`src/verilog/antenna_pkg.sv`:
```
// Shared constants for the antenna driver control block
package antenna_pkg;
   // Register indices; byte address is four times the index
   localparam logic [15:0] CONTROL_INDEX = 16'h6304;
   localparam logic [15:0] AUTO_INDEX = 16'h6305;
   localparam logic [31:0] CONTROL_ADDR = {14'h0000, CONTROL_INDEX, 2'b00};
   localparam logic [31:0] AUTO_ADDR = {14'h0000, AUTO_INDEX, 2'b00};
   // Reset values
   localparam logic [7:0] CONTROL_RESET = 8'h80;
   localparam logic [7:0] AUTO_RESET = 8'h00;
   // Driver control register fields
   localparam int INV_B_ON_BIT = 7;
   localparam int INV_A_ON_BIT = 6;
   localparam int INV_B_OFF_BIT = 5;
   localparam int INV_A_OFF_BIT = 4;
   localparam int CONT_CARRIER_BIT = 3;
   localparam int FIELD_CHECK_BIT = 2;
   localparam int EN_B_BIT = 1;
   localparam int EN_A_BIT = 0;
   // Automatic control register fields
   localparam int AUTO_OFF_BIT = 7;
   localparam int FULL_ASK_BIT = 6;
   localparam int WAKE_BIT = 5;
   localparam int CA_BIT = 3;
   localparam int INITIAL_BIT = 2;
   localparam int AUTO_B_BIT = 1;
   localparam int AUTO_A_BIT = 0;
   // Timing
   localparam int CLOCK_MHZ = 10;
   localparam int ACTIVATION_DELAY_US = 100;
   localparam int INITIAL_DELAY_US = 400;
   localparam int RF_WAIT_US = 20;
   localparam int ACTIVATION_DELAY_CYCLES = ACTIVATION_DELAY_US * CLOCK_MHZ;
   localparam int INITIAL_DELAY_CYCLES = INITIAL_DELAY_US * CLOCK_MHZ;
   localparam int RF_WAIT_CYCLES = RF_WAIT_US * CLOCK_MHZ;
   localparam int TIMER_WIDTH = 16;
   localparam int SLOT_WIDTH = 2;
   // Slot generator seed and taps
   localparam logic [7:0] LFSR_SEED = 8'h5a;
   localparam logic [7:0] LFSR_TAPS = 8'hb8;
   // Sequencer states
   typedef enum logic [1:0] {SEQ_IDLE, SEQ_ACT_WAIT, SEQ_INIT_WAIT} seq_state_type;
endpackage

```
`src/verilog/auto_seq_if.sv`:
```
// Signals between the register bank and the field sequencer
`timescale 1ns/1ps
interface auto_seq_if;
   logic field_present; // Synchronised external field
   logic auto_a; // Driver A auto enable
   logic auto_b; // Driver B auto enable
   logic initial_req; // Initial collision avoidance pending
   logic check_rf; // Refuse set while field seen
   logic own_field_on; // Any driver carrier enabled
   logic ca_on; // Collision avoidance enabled
   logic [1:0] slot_n; // Chosen slot count
   logic set_a; // Pulse: set driver A enable
   logic set_b; // Pulse: set driver B enable
   logic initial_done; // Pulse: clear initial request
   logic timer_start; // Pulse: new delay started
   modport ctrl (output auto_a, auto_b, initial_req, check_rf, own_field_on, ca_on, slot_n,
      field_present, input set_a, set_b, initial_done, timer_start);
   modport seq (input auto_a, auto_b, initial_req, check_rf, own_field_on, ca_on, slot_n,
      field_present, output set_a, set_b, initial_done, timer_start);
endinterface

```
`src/verilog/pin_sync.sv`:
```
// Three-stage pin synchroniser with agreement filter
`timescale 1ns/1ps
module pin_sync #(
   parameter int W = 2
) (
   input wire logic mclk,
   input wire logic rst_n,
   input wire logic [W-1:0] pin,
   output logic [W-1:0] level
);
   logic [W-1:0] s1_q; // First stage, read only by second
   logic [W-1:0] s2_q;
   logic [W-1:0] s3_q;
   logic [W-1:0] level_q;
   logic [W-1:0] level_d;

   // Accept a change once two late stages agree
   always_comb begin
      for (int i = 0; i < W; i++) begin
         level_d[i] = (s2_q[i] == s3_q[i]) ? s3_q[i] : level_q[i];
      end
   end

   // Stage registers
   always_ff @(posedge mclk or negedge rst_n) begin
      if (!rst_n) begin
         s1_q <= '0;
         s2_q <= '0;
         s3_q <= '0;
         level_q <= '0;
      end else begin
         s1_q <= pin;
         s2_q <= s1_q;
         s3_q <= s2_q;
         level_q <= level_d;
      end
   end

   assign level = level_q;
endmodule

```
`src/verilog/field_sequencer.sv`:
```
// Automatic field switch-on and initial collision avoidance timer
`timescale 1ns/1ps
module field_sequencer
   import antenna_pkg::*;
#(
   parameter int ACT_CYCLES = ACTIVATION_DELAY_CYCLES,
   parameter int INIT_CYCLES = INITIAL_DELAY_CYCLES
) (
   input wire logic mclk,
   input wire logic rst_n,
   auto_seq_if.seq bus
);
   seq_state_type state_q, state_d;
   logic [TIMER_WIDTH-1:0] cnt_q, cnt_d; // Quiet-time counter
   logic seen_q, seen_d; // External field was seen
   logic [TIMER_WIDTH-1:0] act_target; // Activation wait plus slots
   logic fire;
   logic any_auto;

   // Collision avoidance stretches the wait by n slot times
   assign act_target = TIMER_WIDTH'(ACT_CYCLES)
      + (bus.ca_on ? TIMER_WIDTH'(bus.slot_n) * TIMER_WIDTH'(RF_WAIT_CYCLES) : '0);
   assign any_auto = bus.auto_a | bus.auto_b;

   // Next state and counter
   always_comb begin
      state_d = state_q;
      cnt_d = cnt_q;
      seen_d = seen_q;
      fire = 1'b0;
      bus.timer_start = 1'b0;
      unique case (state_q)
         SEQ_IDLE: begin
            if (bus.field_present) begin
               seen_d = 1'b1;
            end else if (bus.initial_req && any_auto && !bus.own_field_on) begin
               state_d = SEQ_INIT_WAIT;
               cnt_d = '0;
               seen_d = 1'b0;
               bus.timer_start = 1'b1;
            end else if (seen_q && any_auto && !bus.own_field_on) begin
               state_d = SEQ_ACT_WAIT;
               cnt_d = '0;
               seen_d = 1'b0;
               bus.timer_start = 1'b1;
            end
         end
         SEQ_ACT_WAIT, SEQ_INIT_WAIT: begin
            if (bus.field_present) begin
               // Field returned: no switch-on, wait for it to go again
               state_d = SEQ_IDLE;
               seen_d = 1'b1;
            end else if (bus.own_field_on || !any_auto) begin
               state_d = SEQ_IDLE;
            end else if (cnt_q == ((state_q == SEQ_ACT_WAIT) ? act_target - 1'b1
                  : TIMER_WIDTH'(INIT_CYCLES - 1))) begin
               fire = 1'b1;
               state_d = SEQ_IDLE;
            end else begin
               cnt_d = cnt_q + 1'b1;
            end
         end
      endcase
   end

   // Switch-on pulses, refused while a field is sensed under check
   always_comb begin
      bus.set_a = fire && bus.auto_a && !(bus.check_rf && bus.field_present);
      bus.set_b = fire && bus.auto_b && !(bus.check_rf && bus.field_present);
      bus.initial_done = fire && (state_q == SEQ_INIT_WAIT);
   end

   // State registers
   always_ff @(posedge mclk or negedge rst_n) begin
      if (!rst_n) begin
         state_q <= SEQ_IDLE;
         cnt_q <= '0;
         seen_q <= 1'b0;
      end else begin
         state_q <= state_d;
         cnt_q <= cnt_d;
         seen_q <= seen_d;
      end
   end
endmodule

```
`src/verilog/antenna_driver_control.sv`:
```
// Antenna driver control register bank with Wishbone slave
//
// Summary of operation
// - Invert driver B by on/off state bits
// - Invert driver A by on/off state bits
// - Continuous carrier bit stops driver B modulation
// - Field check refuses automatic enables under field
// - Driver B enable gives modulated carrier
// - Driver A enable gives modulated carrier
// - Auto field off after last transmitted bit
// - Force full ASK overriding depth setting
// - RF detector wakes from power-down when enabled
// - Collision avoidance enable chooses slot count
// - Initial avoidance bit self-clears on switch-on
// - Bit stays set if field already on
// - Driver B auto enable after activation delay
// - Initial avoidance needs quiet initial delay
// - Driver A auto enable, same timing as B
//
// Design decision made here: register access over Wishbone.
`timescale 1ns/1ps
module antenna_driver_control
   import antenna_pkg::*;
#(
   parameter int ACT_CYCLES = ACTIVATION_DELAY_CYCLES,
   parameter int INIT_CYCLES = INITIAL_DELAY_CYCLES
) (
   input wire logic mclk,
   input wire logic rst_n,
   input wire logic wb_cyc_i,
   input wire logic wb_stb_i,
   input wire logic wb_we_i,
   input wire logic [31:0] wb_adr_i,
   input wire logic [3:0] wb_sel_i,
   input wire logic [31:0] wb_dat_i,
   output logic [31:0] wb_dat_o,
   output logic wb_ack_o,
   input wire logic ext_field_in,
   input wire logic rf_level_in,
   input wire logic tx_envelope,
   input wire logic tx_last_bit,
   input wire logic power_down,
   output logic driver_a_pin,
   output logic driver_b_pin,
   output logic force_full_ask,
   output logic collision_avoid_enable,
   output logic [1:0] collision_slot,
   output logic wake_request
);
   auto_seq_if seq_bus (); // Link to the sequencer

   // Synchronised pin levels
   logic [1:0] pin_level;
   logic field_present; // External field sensed
   logic rf_level; // RF level detector

   // Bus handshake
   logic ack_q; // Answer pulse
   logic ack_d;
   logic [31:0] dat_q;
   logic [31:0] dat_d;
   logic req; // Fresh request this cycle
   logic wr_ctrl; // Write lands on driver control
   logic wr_auto; // Write lands on automatic control

   // Driver control register state
   logic [7:0] ctrl_q; // Bit 2 is never stored here
   logic [7:0] ctrl_d;
   logic check_q; // Write-only field check
   logic check_d;

   // Automatic control register state
   logic [7:0] auto_q; // Bits 4 and 2 kept zero here
   logic [7:0] auto_d;
   logic initial_q; // Write-only initial request
   logic initial_d;

   // Output state
   logic pin_a_q;
   logic pin_a_d;
   logic pin_b_q;
   logic pin_b_d;
   logic wake_q;
   logic wake_d;
   logic [7:0] lfsr_q; // Free running slot source
   logic [7:0] lfsr_d;
   logic [1:0] slot_q;
   logic [1:0] slot_d;

   // Working terms
   logic en_a;
   logic en_b;
   logic inv_a;
   logic inv_b;
   logic carrier_a;
   logic carrier_b;

   // Pin synchroniser for both detector inputs
   // Both pins async
   pin_sync #(
      .W(2)
   ) u_sync (
      .mclk(mclk),
      .rst_n(rst_n),
      .pin({rf_level_in, ext_field_in}),
      .level(pin_level)
   );
   // Split levels
   assign field_present = pin_level[0];
   assign rf_level = pin_level[1];

   // Delay sequencer
   // Same delays
   field_sequencer #(
      .ACT_CYCLES(ACT_CYCLES),
      .INIT_CYCLES(INIT_CYCLES)
   ) u_seq (
      .mclk(mclk),
      .rst_n(rst_n),
      .bus(seq_bus.seq)
   );

   // Settings handed to the sequencer
   assign seq_bus.field_present = field_present;
   assign seq_bus.auto_a = auto_q[AUTO_A_BIT];
   assign seq_bus.auto_b = auto_q[AUTO_B_BIT];
   assign seq_bus.initial_req = initial_q;
   assign seq_bus.check_rf = check_q;
   // Either carrier on
   assign seq_bus.own_field_on = ctrl_q[EN_A_BIT] | ctrl_q[EN_B_BIT];
   // Stretches the wait
   assign seq_bus.ca_on = auto_q[CA_BIT];
   assign seq_bus.slot_n = slot_q;

   // Request decode; write takes effect on the acknowledged edge
   always_comb begin
      req = wb_cyc_i && wb_stb_i && !ack_q;
      // Byte lane 0 only
      wr_ctrl = wb_cyc_i && wb_stb_i && ack_q && wb_we_i && wb_sel_i[0]
         && (wb_adr_i == CONTROL_ADDR);
      wr_auto = wb_cyc_i && wb_stb_i && ack_q && wb_we_i && wb_sel_i[0]
         && (wb_adr_i == AUTO_ADDR);
   end

   // Bus answer: one cycle after request, any address acked
   always_comb begin
      // One wait state
      ack_d = req;
      // Hold read data
      dat_d = dat_q;
      if (req) begin
         // Unmapped reads return zero
         dat_d = 32'h0000_0000;
         if (wb_adr_i == CONTROL_ADDR) begin
            // Field check reads as zero
            dat_d[7:0] = {ctrl_q[7:3], 1'b0, ctrl_q[1:0]};
         end else if (wb_adr_i == AUTO_ADDR) begin
            // Initial bit and reserved bit read as zero
            dat_d[7:0] = {auto_q[7:5], 1'b0, auto_q[3], 1'b0, auto_q[1:0]};
         end
      end
   end

   // Driver control next value
   always_comb begin
      // Keep unless written
      ctrl_d = ctrl_q;
      check_d = check_q;

      // Software write
      if (wr_ctrl) begin
         ctrl_d = {wb_dat_i[7:3], 1'b0, wb_dat_i[1:0]};
         check_d = wb_dat_i[FIELD_CHECK_BIT];
      end

      // Own field switched off once the last bit has gone out
      if (tx_last_bit && auto_q[AUTO_OFF_BIT]) begin
         ctrl_d[EN_A_BIT] = 1'b0;
         ctrl_d[EN_B_BIT] = 1'b0;
      end

      // Hardware set wins over any clear in the same cycle
      if (seq_bus.set_a) begin
         ctrl_d[EN_A_BIT] = 1'b1;
      end
      if (seq_bus.set_b) begin
         ctrl_d[EN_B_BIT] = 1'b1;
      end
   end

   // Automatic control next value
   always_comb begin
      // Keep unless written
      auto_d = auto_q;
      initial_d = initial_q;

      // Hardware clears it only on a real switch-on, so it stays if field was on
      if (seq_bus.initial_done) begin
         initial_d = 1'b0;
      end

      // Software write
      if (wr_auto) begin
         auto_d = {wb_dat_i[7:5], 1'b0, wb_dat_i[3], 1'b0, wb_dat_i[1:0]};
         // A fresh start request beats a same-cycle clear
         initial_d = wb_dat_i[INITIAL_BIT];
      end
   end

   // Driver pin levels
   always_comb begin
      // Register enables
      en_a = ctrl_q[EN_A_BIT];
      en_b = ctrl_q[EN_B_BIT];
      // Carrier present unless the envelope pauses it
      carrier_a = en_a && !tx_envelope;
      // Continuous mode ignores the envelope on driver B
      carrier_b = en_b && (ctrl_q[CONT_CARRIER_BIT] || !tx_envelope);
      // Invert by state
      inv_a = en_a ? ctrl_q[INV_A_ON_BIT] : ctrl_q[INV_A_OFF_BIT];
      inv_b = en_b ? ctrl_q[INV_B_ON_BIT] : ctrl_q[INV_B_OFF_BIT];
      // Registered, no glitch
      pin_a_d = carrier_a ^ inv_a;
      pin_b_d = carrier_b ^ inv_b;
   end

   // Wake and slot choice
   always_comb begin
      // Level held while detector sees RF during power-down
      wake_d = auto_q[WAKE_BIT] && power_down && rf_level;
      // Steps every cycle
      lfsr_d = {lfsr_q[6:0], ^(lfsr_q & LFSR_TAPS)};
      // Held between delays
      slot_d = slot_q;
      // New slot count for each delay when avoidance is on
      if (seq_bus.timer_start && auto_q[CA_BIT]) begin
         slot_d = lfsr_q[SLOT_WIDTH-1:0];
      end
   end

   // Bus registers
   always_ff @(posedge mclk or negedge rst_n) begin
      if (!rst_n) begin
         // Idle bus
         ack_q <= 1'b0;
         dat_q <= 32'h0000_0000;
      end else begin
         // Next values
         ack_q <= ack_d;
         dat_q <= dat_d;
      end
   end

   // Register bank
   always_ff @(posedge mclk or negedge rst_n) begin
      if (!rst_n) begin
         // Carriers off
         ctrl_q <= CONTROL_RESET;
         check_q <= 1'b0;
         auto_q <= AUTO_RESET;
         initial_q <= 1'b0;
      end else begin
         // Next values
         ctrl_q <= ctrl_d;
         check_q <= check_d;
         auto_q <= auto_d;
         initial_q <= initial_d;
      end
   end

   // Output registers
   always_ff @(posedge mclk or negedge rst_n) begin
      if (!rst_n) begin
         // Pins idle low
         pin_a_q <= 1'b0;
         pin_b_q <= 1'b0;
         wake_q <= 1'b0;
         // Non-zero seed or it sticks
         lfsr_q <= LFSR_SEED;
         slot_q <= 2'h0;
      end else begin
         // Next values
         pin_a_q <= pin_a_d;
         pin_b_q <= pin_b_d;
         wake_q <= wake_d;
         lfsr_q <= lfsr_d;
         slot_q <= slot_d;
      end
   end

   // Port drives
   assign wb_ack_o = ack_q;
   assign wb_dat_o = dat_q;

   // Driver gates
   assign driver_a_pin = pin_a_q;
   assign driver_b_pin = pin_b_q;
   // Depth setting downstream is overridden while this is high
   assign force_full_ask = auto_q[FULL_ASK_BIT];
   assign collision_avoid_enable = auto_q[CA_BIT];

   // Slot and wake
   assign collision_slot = slot_q;
   assign wake_request = wake_q;
endmodule

```
`config.mk`:
```
export PLATFORM = sky130hd
export DESIGN_NAME = antenna_driver_control
export DESIGN_NICKNAME = d
export VERILOG_FILES = /design/src/verilog/antenna_pkg.sv /design/src/verilog/auto_seq_if.sv /design/src/verilog/pin_sync.sv /design/src/verilog/field_sequencer.sv /design/src/verilog/antenna_driver_control.sv
export SDC_FILE = /design/constraint.sdc
export NUM_CORES = 1
export LEC_CHECK = 0
export ABC_AREA = 1
export BUFFER_PORTS_ARGS = -buffer_cell sky130_fd_sc_hd__buf_2
export CAP_MARGIN = 30
export CELL_PAD_IN_SITES_DETAIL_PLACEMENT = 0
export CELL_PAD_IN_SITES_GLOBAL_PLACEMENT = 1
export CORE_UTILIZATION = 39
export DETAILED_ROUTE_END_ITERATION = 10
export MAX_ROUTING_LAYER = met4
export PLACE_DENSITY_LB_ADDON = 0.1
export SETUP_SLACK_MARGIN = 0.5
export SLEW_MARGIN = 20
export SYNTH_ARGS = -nofsm -noshare
export SYNTH_HDL_FRONTEND = slang
export SYNTH_SLANG_ARGS = --single-unit
```
`constraint.sdc`:
```
create_clock -name mclk -period 3.1 [get_ports mclk]
set_input_delay 0.62 -clock mclk [delete_from_list [all_inputs] [get_ports mclk]]
set_output_delay 0.62 -clock mclk [all_outputs]
set_load 0.01 [all_outputs]
```
# Word-level counts from Yosys, hierarchy flattened
# Cells that the tools add are included.
[word_totals]
output_inout_bits = 40
latchBits = 0
ramBits = 0
inputBits = 78
register_bits = 64
word_cells = 122
romBits = 0
n_memories = 0
[classes]
div = 0
add_sub_neg = 3
mul = 1
n_mux = 39
eq_ne = 15
n_lt_le_gt_ge = 0
bitwise_logic = 4
shift = 0
reduce_logical = 39
[op_table]
columns = ["cell", "n"]
rows = [
  ["16-bit 2-to-1 mux", 7],
  ["32-bit by 17-bit == test with 1-bit output (second input constant)", 2],
  ["16-bit one-hot mux with 2 select lines", 1],
  ["1-bit logical AND", 23],
  ["1-bit 2-to-1 mux", 18],
  ["10-bit by 16-bit adder with 16-bit output (first input constant)", 1],
  ["16-bit by 1-bit adder with 16-bit output (second input constant)", 1],
  ["16-bit == test", 1],
  ["2-bit 2-to-1 mux", 8],
  ["8-bit 2-to-1 mux", 2],
  ["16-bit by 1-bit subtractor with 16-bit output (second input constant)", 1],
  ["10-bit 2-to-1 mux", 1],
  ["2-bit != test (second input constant)", 5],
  ["4-bit by 2-bit != test with 1-bit output (second input constant)", 2],
  ["8-bit parity", 1],
  ["2-bit by 5-bit multiplier with 7-bit output (second input constant)", 1],
  ["3-bit nonzero test", 2],
  ["1-bit zero test", 5],
  ["5-bit AND reduction", 1],
  ["2-bit one-hot mux with 2 select lines", 1],
  ["3-bit by 1-bit != test with 1-bit output (second input constant)", 1],
  ["3-bit AND reduction", 1],
  ["1-bit == test", 2],
  ["2-bit by 1-bit == test with 1-bit output (second input constant)", 1],
  ["other kinds (9)", 12],
]

# Longest topological paths before layout
# Gate-level depths: netlist of run 1.
[depth]
depth_word = 13
depth_mapped = 16
mapped_depth_nobuf = 15

# By module
# A second synthesis of run 1 with hierarchy kept.
[hier_totals]
hier_cells = 511
area_unflattened_um2 = 3860.0
[by_module_without_submodules]
columns = ["mod", "cells_each", "area_each_um2", "seq_area_each_um2", "instances"]
rows = [
  ["antenna_driver_control", 243, 2010.7, 907.1, 1],
  ["field_sequencer", 252, 1616.6, 475.5, 1],
  ["pin_sync", 16, 232.7, 200.2, 1],
]

# Least setup slack after synthesis of run 1
# No wires, ideal clock.
[synth_timing]
kind = "register -> register"
start = "reg slot_q[0] (netlist: collision_slot[0])"
end = "reg u_seq.cnt_q[7]"
setup_slack_ns = 1.162
arrival_time_ns = 1.821
t_required_ns = 2.983
setup_time_ns = 0.117
path_buffers = 1
stages_incl_launch_ff = 16
period_less_slack_ns = 1.938
cell_sequence = "dfrtp_1 > inv_1 > ha_1 > inv_1 > nand2_2 > nand3_2 > nand3_1 > nand2_1 > nand2_1 > nor2_2 > nand3_2 > nand3_4 > nand2_4 > buf_6 > nand2_1 > nand2_1"
[synth_via]
elab_chain_len = 8
[synth_lines]
columns = ["element", "line_no", "rtl"]
rows = [
  ["start, declared", "antenna_driver_control.sv:87", "logic [1:0] slot_q;"],
  ["start signal, assigned", "antenna_driver_control.sv:287", "slot_q <= slot_d;"],
  ["2-bit by 5-bit multiplier with 7-bit output", "field_sequencer.sv:22", "+ (bus.ca_on ? TIMER_WIDTH'(bus.slot_n) * TIMER_WIDTH'(RF_WAIT_CYCLES) : '0);"],
  ["10-bit 2-to-1 mux", "field_sequencer.sv:22", ""],
  ["10-bit by 16-bit adder with 16-bit output", "field_sequencer.sv:22", ""],
  ["16-bit by 1-bit subtractor with 16-bit output", "field_sequencer.sv:55", "end else if (cnt_q == ((state_q == SEQ_ACT_WAIT) ? act_target - 1'b1"],
  ["16-bit 2-to-1 mux", "field_sequencer.sv:55", ""],
  ["16-bit == test", "field_sequencer.sv:55", ""],
  ["2-bit != test (no source line)", "n/a", ""],
  ["5-bit AND reduction (no source line)", "n/a", ""],
  ["end signal, assigned", "field_sequencer.sv:81", "cnt_q <= cnt_d;"],
  ["end, declared", "field_sequencer.sv:14", "logic [TIMER_WIDTH-1:0] cnt_q, cnt_d;"],
]
# Every way passes these cells.
# A chain may end at the register's enable or synchronous reset.

# Worst setup path in the final report of run 1
[layout_timing]
start = "reg u_seq.state_q[1]"
end = "reg u_seq.cnt_q[1]"
[layout_via]
elab_chain_len = 5
elab_cells_between_ends = 13
classes_between = "eq/ne (8); mux (2); reduce/logical (3)"
[layout_lines]
columns = ["element", "line_no", "rtl"]
rows = [
  ["start, declared", "field_sequencer.sv:13", "seq_state_type state_q, state_d;"],
  ["start signal, assigned", "field_sequencer.sv:80", "state_q <= state_d;"],
  ["2-bit by 1-bit == test with 1-bit output", "field_sequencer.sv:32, field_sequencer.sv:55", ""],
  ["16-bit 2-to-1 mux", "field_sequencer.sv:55", ""],
  ["16-bit == test", "field_sequencer.sv:55", ""],
  ["2-bit != test (no source line)", "n/a", ""],
  ["5-bit AND reduction (no source line)", "n/a", ""],
]
# Several ways; a longest one is shown, not always the timed one.

==> flow_summary.toml, run 1 <==
[synth]
synth_area_leaders = "dfrtp_1 39%, nand2_1 9.7%, nand3_1 6.5%, inv_1 6.4%, buf_4 5.5%"
synth-edff-count = 0
synth_area_um2 = 3680
ys_async_sr_fraction_pct = 100
synth_cell_types = 37
synth_top_area_share_pct = 39.4
synth-seq-cells = 63
ys_warn_count = 0
ys_seq_area_share_pct = 43.0
synthFlopType = "dfrtp_1"
avgSynthCellArea_um2 = 7.91
postSynthCellCount = 466
synth_top_cell_by_area = "dfrtp_1"

[cts]
clock-sinks = 63
clock-root-buffer = "clkbuf_8"
htree_num_levels = 3
cts_resized = 0
post-cts-setup-buffers = 0
cts_tree = "done"
clock_latency_ns = 0.35
clk_pin_slew_ns = 0.08
cts_hold_buf = 0
numCtsBuffers = 9
cts_buffer_depth = 2

[placed_design]
gp_congestion = 0.796
dp_hpwl_mm = 5.95
portBuffers = 65

[detailed_routing]
wl_mm = 8.33
drt_iter0_drc = 146
vias_per_cell = 4.79
vias = 3118
drc = 0
first_pass_iters = 4
ant_nets = 0
wire_per_inst_um = 12.8

[finish]
final_layout_size_suffix_gt1_share_pct = 21.3
fillers = 962
antenna_cells = 0
area_growth_syn_to_layout_pct = 14.9
final_nets = 619

[grt]
overflow = 0
grt_pass1_vias = 3025
grt_pass1_wl_mm = 14.3
grtUsageTotal_pct = 19.0
grt_max_degree = 64
antenna_found_initial = 0

[sta]
fin_skew_ns = 0.0226
whs_ns = 0.357
hold_violations = 0
slew_viol_final = 0
slew-limit-headroom_pct = 45.2
tns_ns = 0
period_needed_ns = 2.26
tightest_slew_ns = 0.821
setup_viol = 0
max_freq_mhz = 443
post-route-period-util_pct = 72.8
rsz0062_at_grt = "false"

[floorplan]
coreArea_um2 = 9200
die_h_um = 99.2
fp.dieW_um = 99.2
initial_core_util_pct = 40.1
dieArea_um2 = 9840
io_pins = 118
std_cell_rows = 35

[critical_path]
crit_chain = "inv_1 > ha_1 > nand3_1 > nand2_1 > nand2_1 > nor2_1 > nand3_1 > nor2_2 > nand3_2 > nand3_4 > nand2_4 > nand2_1 > nand2_1"
start_kind = "flip-flop"
rrSetupSlack_ns = 0.84
worst_ep_arrival_time_ns = 2.48
required_ns = 3.32
path_max_fanout = 17
worst-setup-path-type = "flip-flop to flip-flop"
end_kind = "flip-flop"
critPathMaxStageDelay_ns = 0.41
crit_path_top_delay_cell = "ha_1"
crit_top_cell = "nand2_1"

[worst_hold_path]
hold_path.class = "flip-flop to flip-flop"

[job]
drv_cap = 0

[run_status]
status = "finished, final reports clean"

[power_and_ir_drop]
p_per_area_nw_per_um2 = 426
vdd.ir_drop.worst_mv = 0.286
p_leak_uw = 0.00220
stage by stage:
step | setup slack [ns] | total power, uW | utilization [%] | cells | cell area [um^2]
CTS | 0.828 | 1830 | 46.1 | 651 | 4240
floorplan | 1.16 | 944 | - | 490 | 3770
detailed placement | 0.809 | 994 | 43.6 | 635 | 4010
finish | 0.844 | 1800 | 46.1 | 651 | 4240
global route | 0.529 | 1880 | 46.1 | 651 | 4240
global placement | 0.826 | 991 | 43.6 | 635 | 4010
worst max-delay path, delay by kind of cell, from the launching register on:
kind | cells | cell delay (ns)
adders and majority gates | 1 | 0.41
buffers and inverters | 1 | 0.08
DFF | 1 | 0.40
and+or+nand+nor | 11 | 1.24
Yosys cell counts, types with 3 or more instances:
library cell  number
nand2_1           95
a21oi_1           11
dfrtp_1           58
nand3_1           48
nand3_2            4
nor2_1            47
a31oi_1            7
buf_4             27
buf_6              3
inv_1             63
o21ai_0           13
mux2_2             3
nor4_1             3
inv_2              3
nand4_1           18
dfstp_2            5
nor2_2             3
xor2_1            14
nand2_2            4
clkbuf_1           3
xnor2_1            3
ha_1               6
nor3_1             7
report_power, final:
group / internal, uW / leakage [uW] / switching [uW]
clock: 463 / 0.000111 / 366
combinational: 47.6 / 0.00129 / 72.8
sequential: 842 / 0.000805 / 12.3
path summary, 6_finish.rpt:
kind                                         to        startpoint  depth (start not counted)
worst max register to register   u_seq.cnt_q[1]  u_seq.state_q[1]                         13
worst min-delay path             u_sync.s2_q[0]    u_sync.s1_q[0]                          0
max in group asynchronous             ctrl_q[1]             rst_n                          2
worst max-delay path             u_seq.cnt_q[1]  u_seq.state_q[1]                         13
min in group asynchronous       u_seq.cnt_q[13]             rst_n                          2
worst min register to register   u_sync.s2_q[0]    u_sync.s1_q[0]                          0
cell type report:
class / count / area, um^2 / area share (%)
Clock buffer: 9 / 124 / 2.92
Clock inverter: 7 / 103 / 2.42
Inverter: 66 / 248 / 5.85
Multi-Input combinational cell: 327 / 1690 / 39.9
Sequential cell: 63 / 1580 / 37.4
Tap cell: 111 / 139 / 3.28
Timing Repair Buffer: 68 / 348 / 8.21
cells by family (layout without fill, tap and decap cells):
family | count (synthesis) | after routing | synth area share, %
other | 1 | 25 | 0.102
buffers and inverters | 100 | 150 | 13.6
adder cells (fa/ha/maj) | 8 | 8 | 2.58
flip-flops | 63 | 63 | 43.0
multiplexers | 3 | 3 | 0.917
AO/OA/AOI/OAI | 36 | 36 | 5.53
AND/OR/NAND/NOR | 238 | 238 | 30.3
XOR/XNOR | 17 | 17 | 4.04
flip-flops by register name, indices dropped and copies added (netlist names):
register,cells
u_seq.cnt_q,16
driver_a_pin,1
u_seq.state_q,2
auto_q,6
u_sync.s1_q,2
u_sync.level,2
wb_ack_o,1
u_sync.s2_q,2
initial_q,1
check_q,1
collision_slot,2
lfsr_q,8
wb_dat_o,7
ctrl_q,7
u_seq.seen_q,1
wake_request,1
u_sync.s3_q,2
driver_b_pin,1
routing by layer:
metal  vias to the layer above  track usage, %  part of all wire (%)
li1                       1587               -                     -
met1                      1449            24.7                    48
met2                        76            30.3                    47
met3                         6            3.79                   3.8
met4                         0            5.43                  0.84
met5                         -               -                     0
placed cells by master (no fill, tap or decap), types with 13 or more instances in the layout:
cell type	Yosys	layout
xor2_1	14	14
inv_1	63	63
nor2_1	47	47
o21ai_0	13	13
conb_1	1	25
nand4_1	18	18
nand2_1	95	95
nand3_1	48	48
buf_2	1	65
dfrtp_1	58	58
(Power assumes the default switching activity.)
==> inputs of run 2 (changes only) <==
--- a/config.mk
+++ b/config.mk
@@ -5,12 +5,12 @@
 export SDC_FILE = /design/constraint.sdc
 export NUM_CORES = 1
 export LEC_CHECK = 0
-export ABC_AREA = 1
+export ABC_AREA = 0
 export BUFFER_PORTS_ARGS = -buffer_cell sky130_fd_sc_hd__buf_2
 export CAP_MARGIN = 30
 export CELL_PAD_IN_SITES_DETAIL_PLACEMENT = 0
 export CELL_PAD_IN_SITES_GLOBAL_PLACEMENT = 1
-export CORE_UTILIZATION = 39
+export CORE_UTILIZATION = 37
 export DETAILED_ROUTE_END_ITERATION = 10
 export MAX_ROUTING_LAYER = met4
 export PLACE_DENSITY_LB_ADDON = 0.1
==> constraint.sdc (replaced) <==
create_clock -name mclk -period 2.1 [get_ports mclk]
set_input_delay 0.42 -clock mclk [delete_from_list [all_inputs] [get_ports mclk]]
set_output_delay 0.42 -clock mclk [all_outputs]
set_load 0.01 [all_outputs]
==> flow_summary.toml, run 2 <==
[finish]
final_layout_size_suffix_gt1_share_pct = 48.2
final_nets = 506
fillers = 738
final_cell_mix = "55 x dfrtp_1, 53 x buf_2, 36 x buf_4"
top_regs = "u_seq.cnt_q (16), lfsr_q (8)"
design_area_um2 = 4670
area_growth_syn_to_layout_pct = 45.2
layout_commonest_cell = "dfrtp_1"
largest_register_ff_count = 16
antenna_cells = 0
top_register = "u_seq.cnt_q"

[detailed_routing]
wl_mm = 8.01
ant_nets = 0
wire_per_inst_um = 15.0
first_pass_iters = 4
vias = 2638
vias_per_cell = 4.96
drc = 0
drt_iter0_drc = 33

[run_status]
status = "finished, violations left"
violations = "setup timing"

[power_and_ir_drop]
p_leak_uw = 0.00227
p_per_area_nw_per_um2 = 520
vdd.ir_drop.worst_mv = 0.366

[cts]
clock_latency_ns = 0.34
clock-root-buffer = "clkbuf_8"
cts_hold_buf = 0
htree_num_levels = 3
cts_buffer_depth = 2
cts_tree = "done"
numCtsBuffers = 9
clock-sinks = 62
clk_pin_slew_ns = 0.08

[placed_design]
gp_congestion = 0.807
portBuffers = 65
dp_hpwl_mm = 5.73
post_dp_cell_area_um2 = 4030

[synth]
synth_area_um2 = 3220
synth_commonest_cells = "57 x dfrtp_1, 26 x nand2_1, 25 x buf_4"
synth-seq-cells = 62
avgSynthCellArea_um2 = 10.8
synth_area_leaders = "dfrtp_1 44%, mux2_2 7.0%, buf_4 5.8%, dfstp_2 4.1%, nand2_1 3.0%"
synth_cell_types = 52
postSynthCellCount = 298
ys_seq_area_share_pct = 48.4
synth-edff-count = 0
synth_most_common_cell = "dfrtp_1"
synth_top_cell_by_area = "dfrtp_1"
synthFlopType = "dfrtp_1"
synth_top_area_share_pct = 44.3
ys_async_sr_fraction_pct = 100
ys_warn_count = 0

[floorplan]
initial_core_util_pct = 38.8
die_h_um = 95.2
io_pins = 118
fp.dieW_um = 95.2
dieArea_um2 = 9070
std_cell_rows = 33
coreArea_um2 = 8300

[sta]
rsz0062_at_grt = "true"
setup_ws_ns = -0.0258
slew-limit-headroom_pct = 57.3
setup_viol = 3
fin_skew_ns = 0.0119
slew_viol_final = 0
max_freq_mhz = 470
hold_violations = 0
tns_ns = -0.0390
whs_ns = 0.0894
post-route-period-util_pct = 101
tightest_slew_ns = 0.641
period_needed_ns = 2.13

[critical_path]
worst_ep_arrival_time_ns = 2.39
end_kind = "flip-flop"
start_kind = "flip-flop"
worst-setup-path-type = "flip-flop to flip-flop"
path_max_fanout = 3
r2r_cells = 6
r2r-end = "u_seq.cnt_q[15]"
timing.rr.start = "u_seq.state_q[0]"
required_ns = 2.37
rrSetupSlack_ns = -0.03

[job]
drv_cap = 0

[grt]
grt_pass1_vias = 2727
overflow = 0
grt_max_degree = 29
grt_pass1_wl_mm = 13.3
antenna_found_initial = 0
grtUsageTotal_pct = 19.8

[worst_hold_path]
hold_path.class = "primary input to async pin"
-- run 2: changes by cell type in the layout (fill, tap and decap cells not counted), moves of 12 or more --
cell,previous run,this run
nand2_1,95,24
inv_1,63,7
nand3_1,48,5
buf_4,3,36
nor2_1,47,14
buf_6,0,29
buf_2,65,53
mux2_4,0,12
-- run 2: critical path, stage by stage (launching register included) --
cell and delay, ns:
dfrtp_1 0.39, inv_2 0.06, ha_4 0.15, a2111o_1 0.42, or4b_4 0.57, or3_4 0.34, a21oi_2 0.12
-- run 2: metal layers --
metal / vias to the layer above / routed length [um] / track usage [%]
li1: 1267 / - / -
met1: 1308 / 3540 / 23.9
met2: 50 / 4080 / 32.3
met3: 13 / 260 / 4.63
met4: 0 / 131 / 7.20
met5: - / 0 / -
-- run 2: cell type report --
cell class | instances | area (um^2) | area share, %
Tap cell | 105 | 131 | 2.81
Inverter | 10 | 37.5 | 0.803
Timing Repair Buffer | 121 | 922 | 19.7
Sequential cell | 62 | 1560 | 33.4
Clock inverter | 7 | 73.8 | 1.58
Multi-Input combinational cell | 218 | 1820 | 39.0
Clock buffer | 9 | 124 | 2.65
-- run 2: power by group --
part / switching (uW) / total [uW] / internal (uW)
clock network: 512 / 1060 / 552
registers: 7.38 / 1210 / 1200
logic: 85.7 / 155 / 69.1
-- run 2: what timing repair did --
| item | in CTS | in global routing |
|---|---|---|
| resized for setup | 37 | 24 |
| setup buffers | 9 | 9 |
| pin swaps | 21 | 12 |
| gates cloned | 0 | 0 |
| endpoints found under the setup margin | 33 | 33 |
-- run 2: worst max-delay path by stage --
stage,from,end,slack (ns),cells after the start
finish,u_seq.state_q[0],u_seq.cnt_q[15],-0.03,6
global route,collision_slot[0],u_seq.cnt_q[0],-0.10,10
CTS,collision_slot[0],u_seq.cnt_q[4],-0.02,10
detailed placement,u_seq.state_q[1],u_seq.cnt_q[1],-0.14,10
global placement,u_seq.state_q[1],u_seq.cnt_q[0],-0.08,10
floorplan,u_seq.state_q[1],u_seq.cnt_q[15],-0.02,6
-- run 2: cell families (layout without fill, tap and decap cells) --
| logic type | Yosys count | in the layout | share of synthesized area, % |
|---|---|---|---|
| simple gates | 105 | 105 | 18.3 |
| flops | 62 | 62 | 48.4 |
| buf+inv | 42 | 147 | 7.86 |
| compound gates | 37 | 37 | 8.71 |
| mux | 29 | 29 | 9.80 |
| xor+xnor | 14 | 14 | 3.81 |
| fa+ha+maj | 8 | 8 | 2.96 |
| other cells | 1 | 25 | 0.117 |
-- run 2: metrics by stage --
stage	worst slack [ns]	std cells	util, %	total power (uW)
finish	-0.0258	532	56.3	2430
global route	-0.100	532	56.3	2530
CTS	-0.0249	523	54.1	2460
detailed placement	-0.138	498	48.6	1370
global placement	-0.0785	498	48.6	1370
floorplan	-0.0156	322	-	1310
==> inputs of run 3 (changes only) <==
==> constraint.sdc (replaced) <==
create_clock -name mclk -period 2.1 [get_ports mclk]
set_input_delay 0 -clock mclk [delete_from_list [all_inputs] [get_ports mclk]]
set_output_delay 0 -clock mclk [all_outputs]
set_load 0.005 [all_outputs]
==> flow_summary.toml, run 3 (synthesis gave the netlist of run 2 again) <==
[worst_hold_path]
min_from = "tx_envelope"
hold_path.class = "primary input to flip-flop"
min_to = "driver_a_pin"
whs_path_depth = 3

[sta]
hold_violations = 0
period_needed_ns = 2.15
fin_skew_ns = 0.00797
slew_viol_final = 0
post-route-period-util_pct = 103
max_freq_mhz = 464
rsz0062_at_grt = "true"
slew-limit-headroom_pct = 52.8
setup_ws_ns = -0.0529
setup_viol = 2
tightest_slew_ns = 0.708

[placed_design]
dp_hpwl_mm = 5.42
gp_congestion = 0.856
portBuffers = 65

[finish]
final_cell_mix = "66 x buf_2, 54 x dfrtp_1, 35 x buf_4"
fin_util_pct = 54.4
fillers = 803
final_nets = 508
area_growth_syn_to_layout_pct = 40.5
largest_register_ff_count = 16
top_regs = "u_seq.cnt_q (16), lfsr_q (8)"
layout_commonest_cell = "buf_2"
antenna_cells = 0
final_layout_size_suffix_gt1_share_pct = 45.7
top_register = "u_seq.cnt_q"

[critical_path]
r2r_cells = 6
end_kind = "flip-flop"
path_max_fanout = 4
rrSetupSlack_ns = -0.05
timing.rr.start = "u_seq.state_q[0]"
r2r-end = "u_seq.cnt_q[15]"
worst-setup-path-type = "flip-flop to flip-flop"
required_ns = 2.38
start_kind = "flip-flop"
worst_ep_arrival_time_ns = 2.43

[floorplan]
fp.dieW_um = 95.2
coreArea_um2 = 8300
die_h_um = 95.2
std_cell_rows = 33
initial_core_util_pct = 38.8
io_pins = 118
dieArea_um2 = 9070

[power_and_ir_drop]
power_frac_comb_pct = 5.6
p_int_uw = 1860
switching_share_pct = 23.8
p_leak_uw = 0.00218
vdd.ir_drop.worst_mv = 0.322
seqPwrFrac_pct = 49.7
pwr-share-clk_pct = 44.8
switchingPower_uw = 578
finalPower_uw = 2440
p_per_area_nw_per_um2 = 539

[cts]
clk_pin_slew_ns = 0.07
htree_num_levels = 3
cts_buffer_depth = 2
numCtsBuffers = 9
clock-sinks = 62
clock_latency_ns = 0.35
cts_tree = "done"
clock-root-buffer = "clkbuf_8"

[grt]
antenna_found_initial = 0
grt_pass1_wl_mm = 12.8
grt_pass1_vias = 2649
grt_max_degree = 33
overflow = 0
grtUsageTotal_pct = 19.2

[detailed_routing]
wl_mm = 7.61
ant_nets = 0
first_pass_iters = 4
drc = 0
drt_iter0_drc = 70
wire_per_inst_um = 14.2
vias = 2614
vias_per_cell = 4.90

[run_status]
status = "finished, violations left"
violations = "setup timing"

[job]
drv_cap = 0
run 3: cell count changes in the layout (fill, tap and decap cells not counted), moves of 3 or more:
| cell | change |
|---|---|
| buf_2 | +13 |
| buf_6 | -21 |
| dlygate4sd3_1 | +13 |
| mux2_2 | +11 |
| mux2_4 | -11 |
| nor4_1 | +3 |
| nor4_4 | -3 |
run 3: worst max-delay path, stage by stage (launching register included):
cell      delay (ns)
dfrtp_2         0.41
inv_2           0.07
ha_4            0.16
a2111o_1        0.44
or4b_4          0.55
or3_1           0.34
a21oi_2         0.12
run 3: what timing repair did:
item / 4_1_cts / 5_1_grt
endpoints found under the hold margin: 42 / 0
cloned: 1 / 0
hold buffers: 13 / 0
setup buffers: 6 / 4
pin swaps: 15 / 16
endpoints found under the setup margin: 22 / 34
resized for setup: 18 / 27
run 3: worst max path at each step:
stage                                  from         endpoint  slack, ns
after floorplan            u_seq.state_q[1]  u_seq.cnt_q[15]      -0.02
after global placement     u_seq.state_q[0]  u_seq.cnt_q[15]      -0.04
after detailed placement   u_seq.state_q[0]  u_seq.cnt_q[15]      -0.11
after CTS                  u_seq.state_q[0]   u_seq.cnt_q[0]      -0.05
after global routing      collision_slot[1]   u_seq.cnt_q[1]      -0.14
final                      u_seq.state_q[0]  u_seq.cnt_q[15]      -0.05
run 3: area by class of cell:
| class | instances | area [um^2] | share of cell area [%] |
|---|---|---|---|
| tap | 105 | 131 | 2.91 |
| sequential | 62 | 1560 | 34.6 |
| timing repair buffer | 123 | 833 | 18.4 |
| clock inverter | 6 | 70.1 | 1.55 |
| clock buffer | 10 | 138 | 3.05 |
| inverter | 10 | 37.5 | 0.831 |
| multi-input combinational | 218 | 1750 | 38.7 |
run 3: stage by stage:
| step | cell area [um^2] | instances | setup TNS, ns | worst slack, ns | hold WS (ns) |
|---|---|---|---|---|---|
| floorplan | 3410 | 322 | -0.0156 | -0.0156 | -0.296 |
| finish | 4520 | 534 | -0.0729 | -0.0529 | 0.0274 |
| global route | 4520 | 534 | -0.984 | -0.143 | 0.0611 |
| CTS | 4360 | 530 | -0.139 | -0.0471 | 0.0179 |
| detailed placement | 3880 | 494 | -0.168 | -0.112 | 0.0911 |
| global placement | 3880 | 494 | -0.0427 | -0.0427 | 0.0959 |
run 3: layer usage:
metal / wire [um] / up-vias / part of all wire [%] / global-route usage (%)
met5: 0 / - / 0 / -
met4: 140 / 0 / 1.8 / 7.95
met3: 336 / 13 / 4.4 / 3.59
met2: 3530 / 61 / 46 / 29.0
met1: 3600 / 1271 / 47 / 25.1
li1: - / 1269 / - / -
run 3: power by group through the flow:
| stage | Sequential (uW) | Clock (uW) | Combinational [uW] |
|---|---|---|---|
| after floorplan | 1230 | 0 | 62.5 |
| after global placement | 1230 | 0 | 117 |
| after detailed placement | 1230 | 0 | 118 |
| after CTS | 1210 | 1120 | 137 |
| after global routing | 1210 | 1180 | 156 |
| final | 1210 | 1090 | 136 |
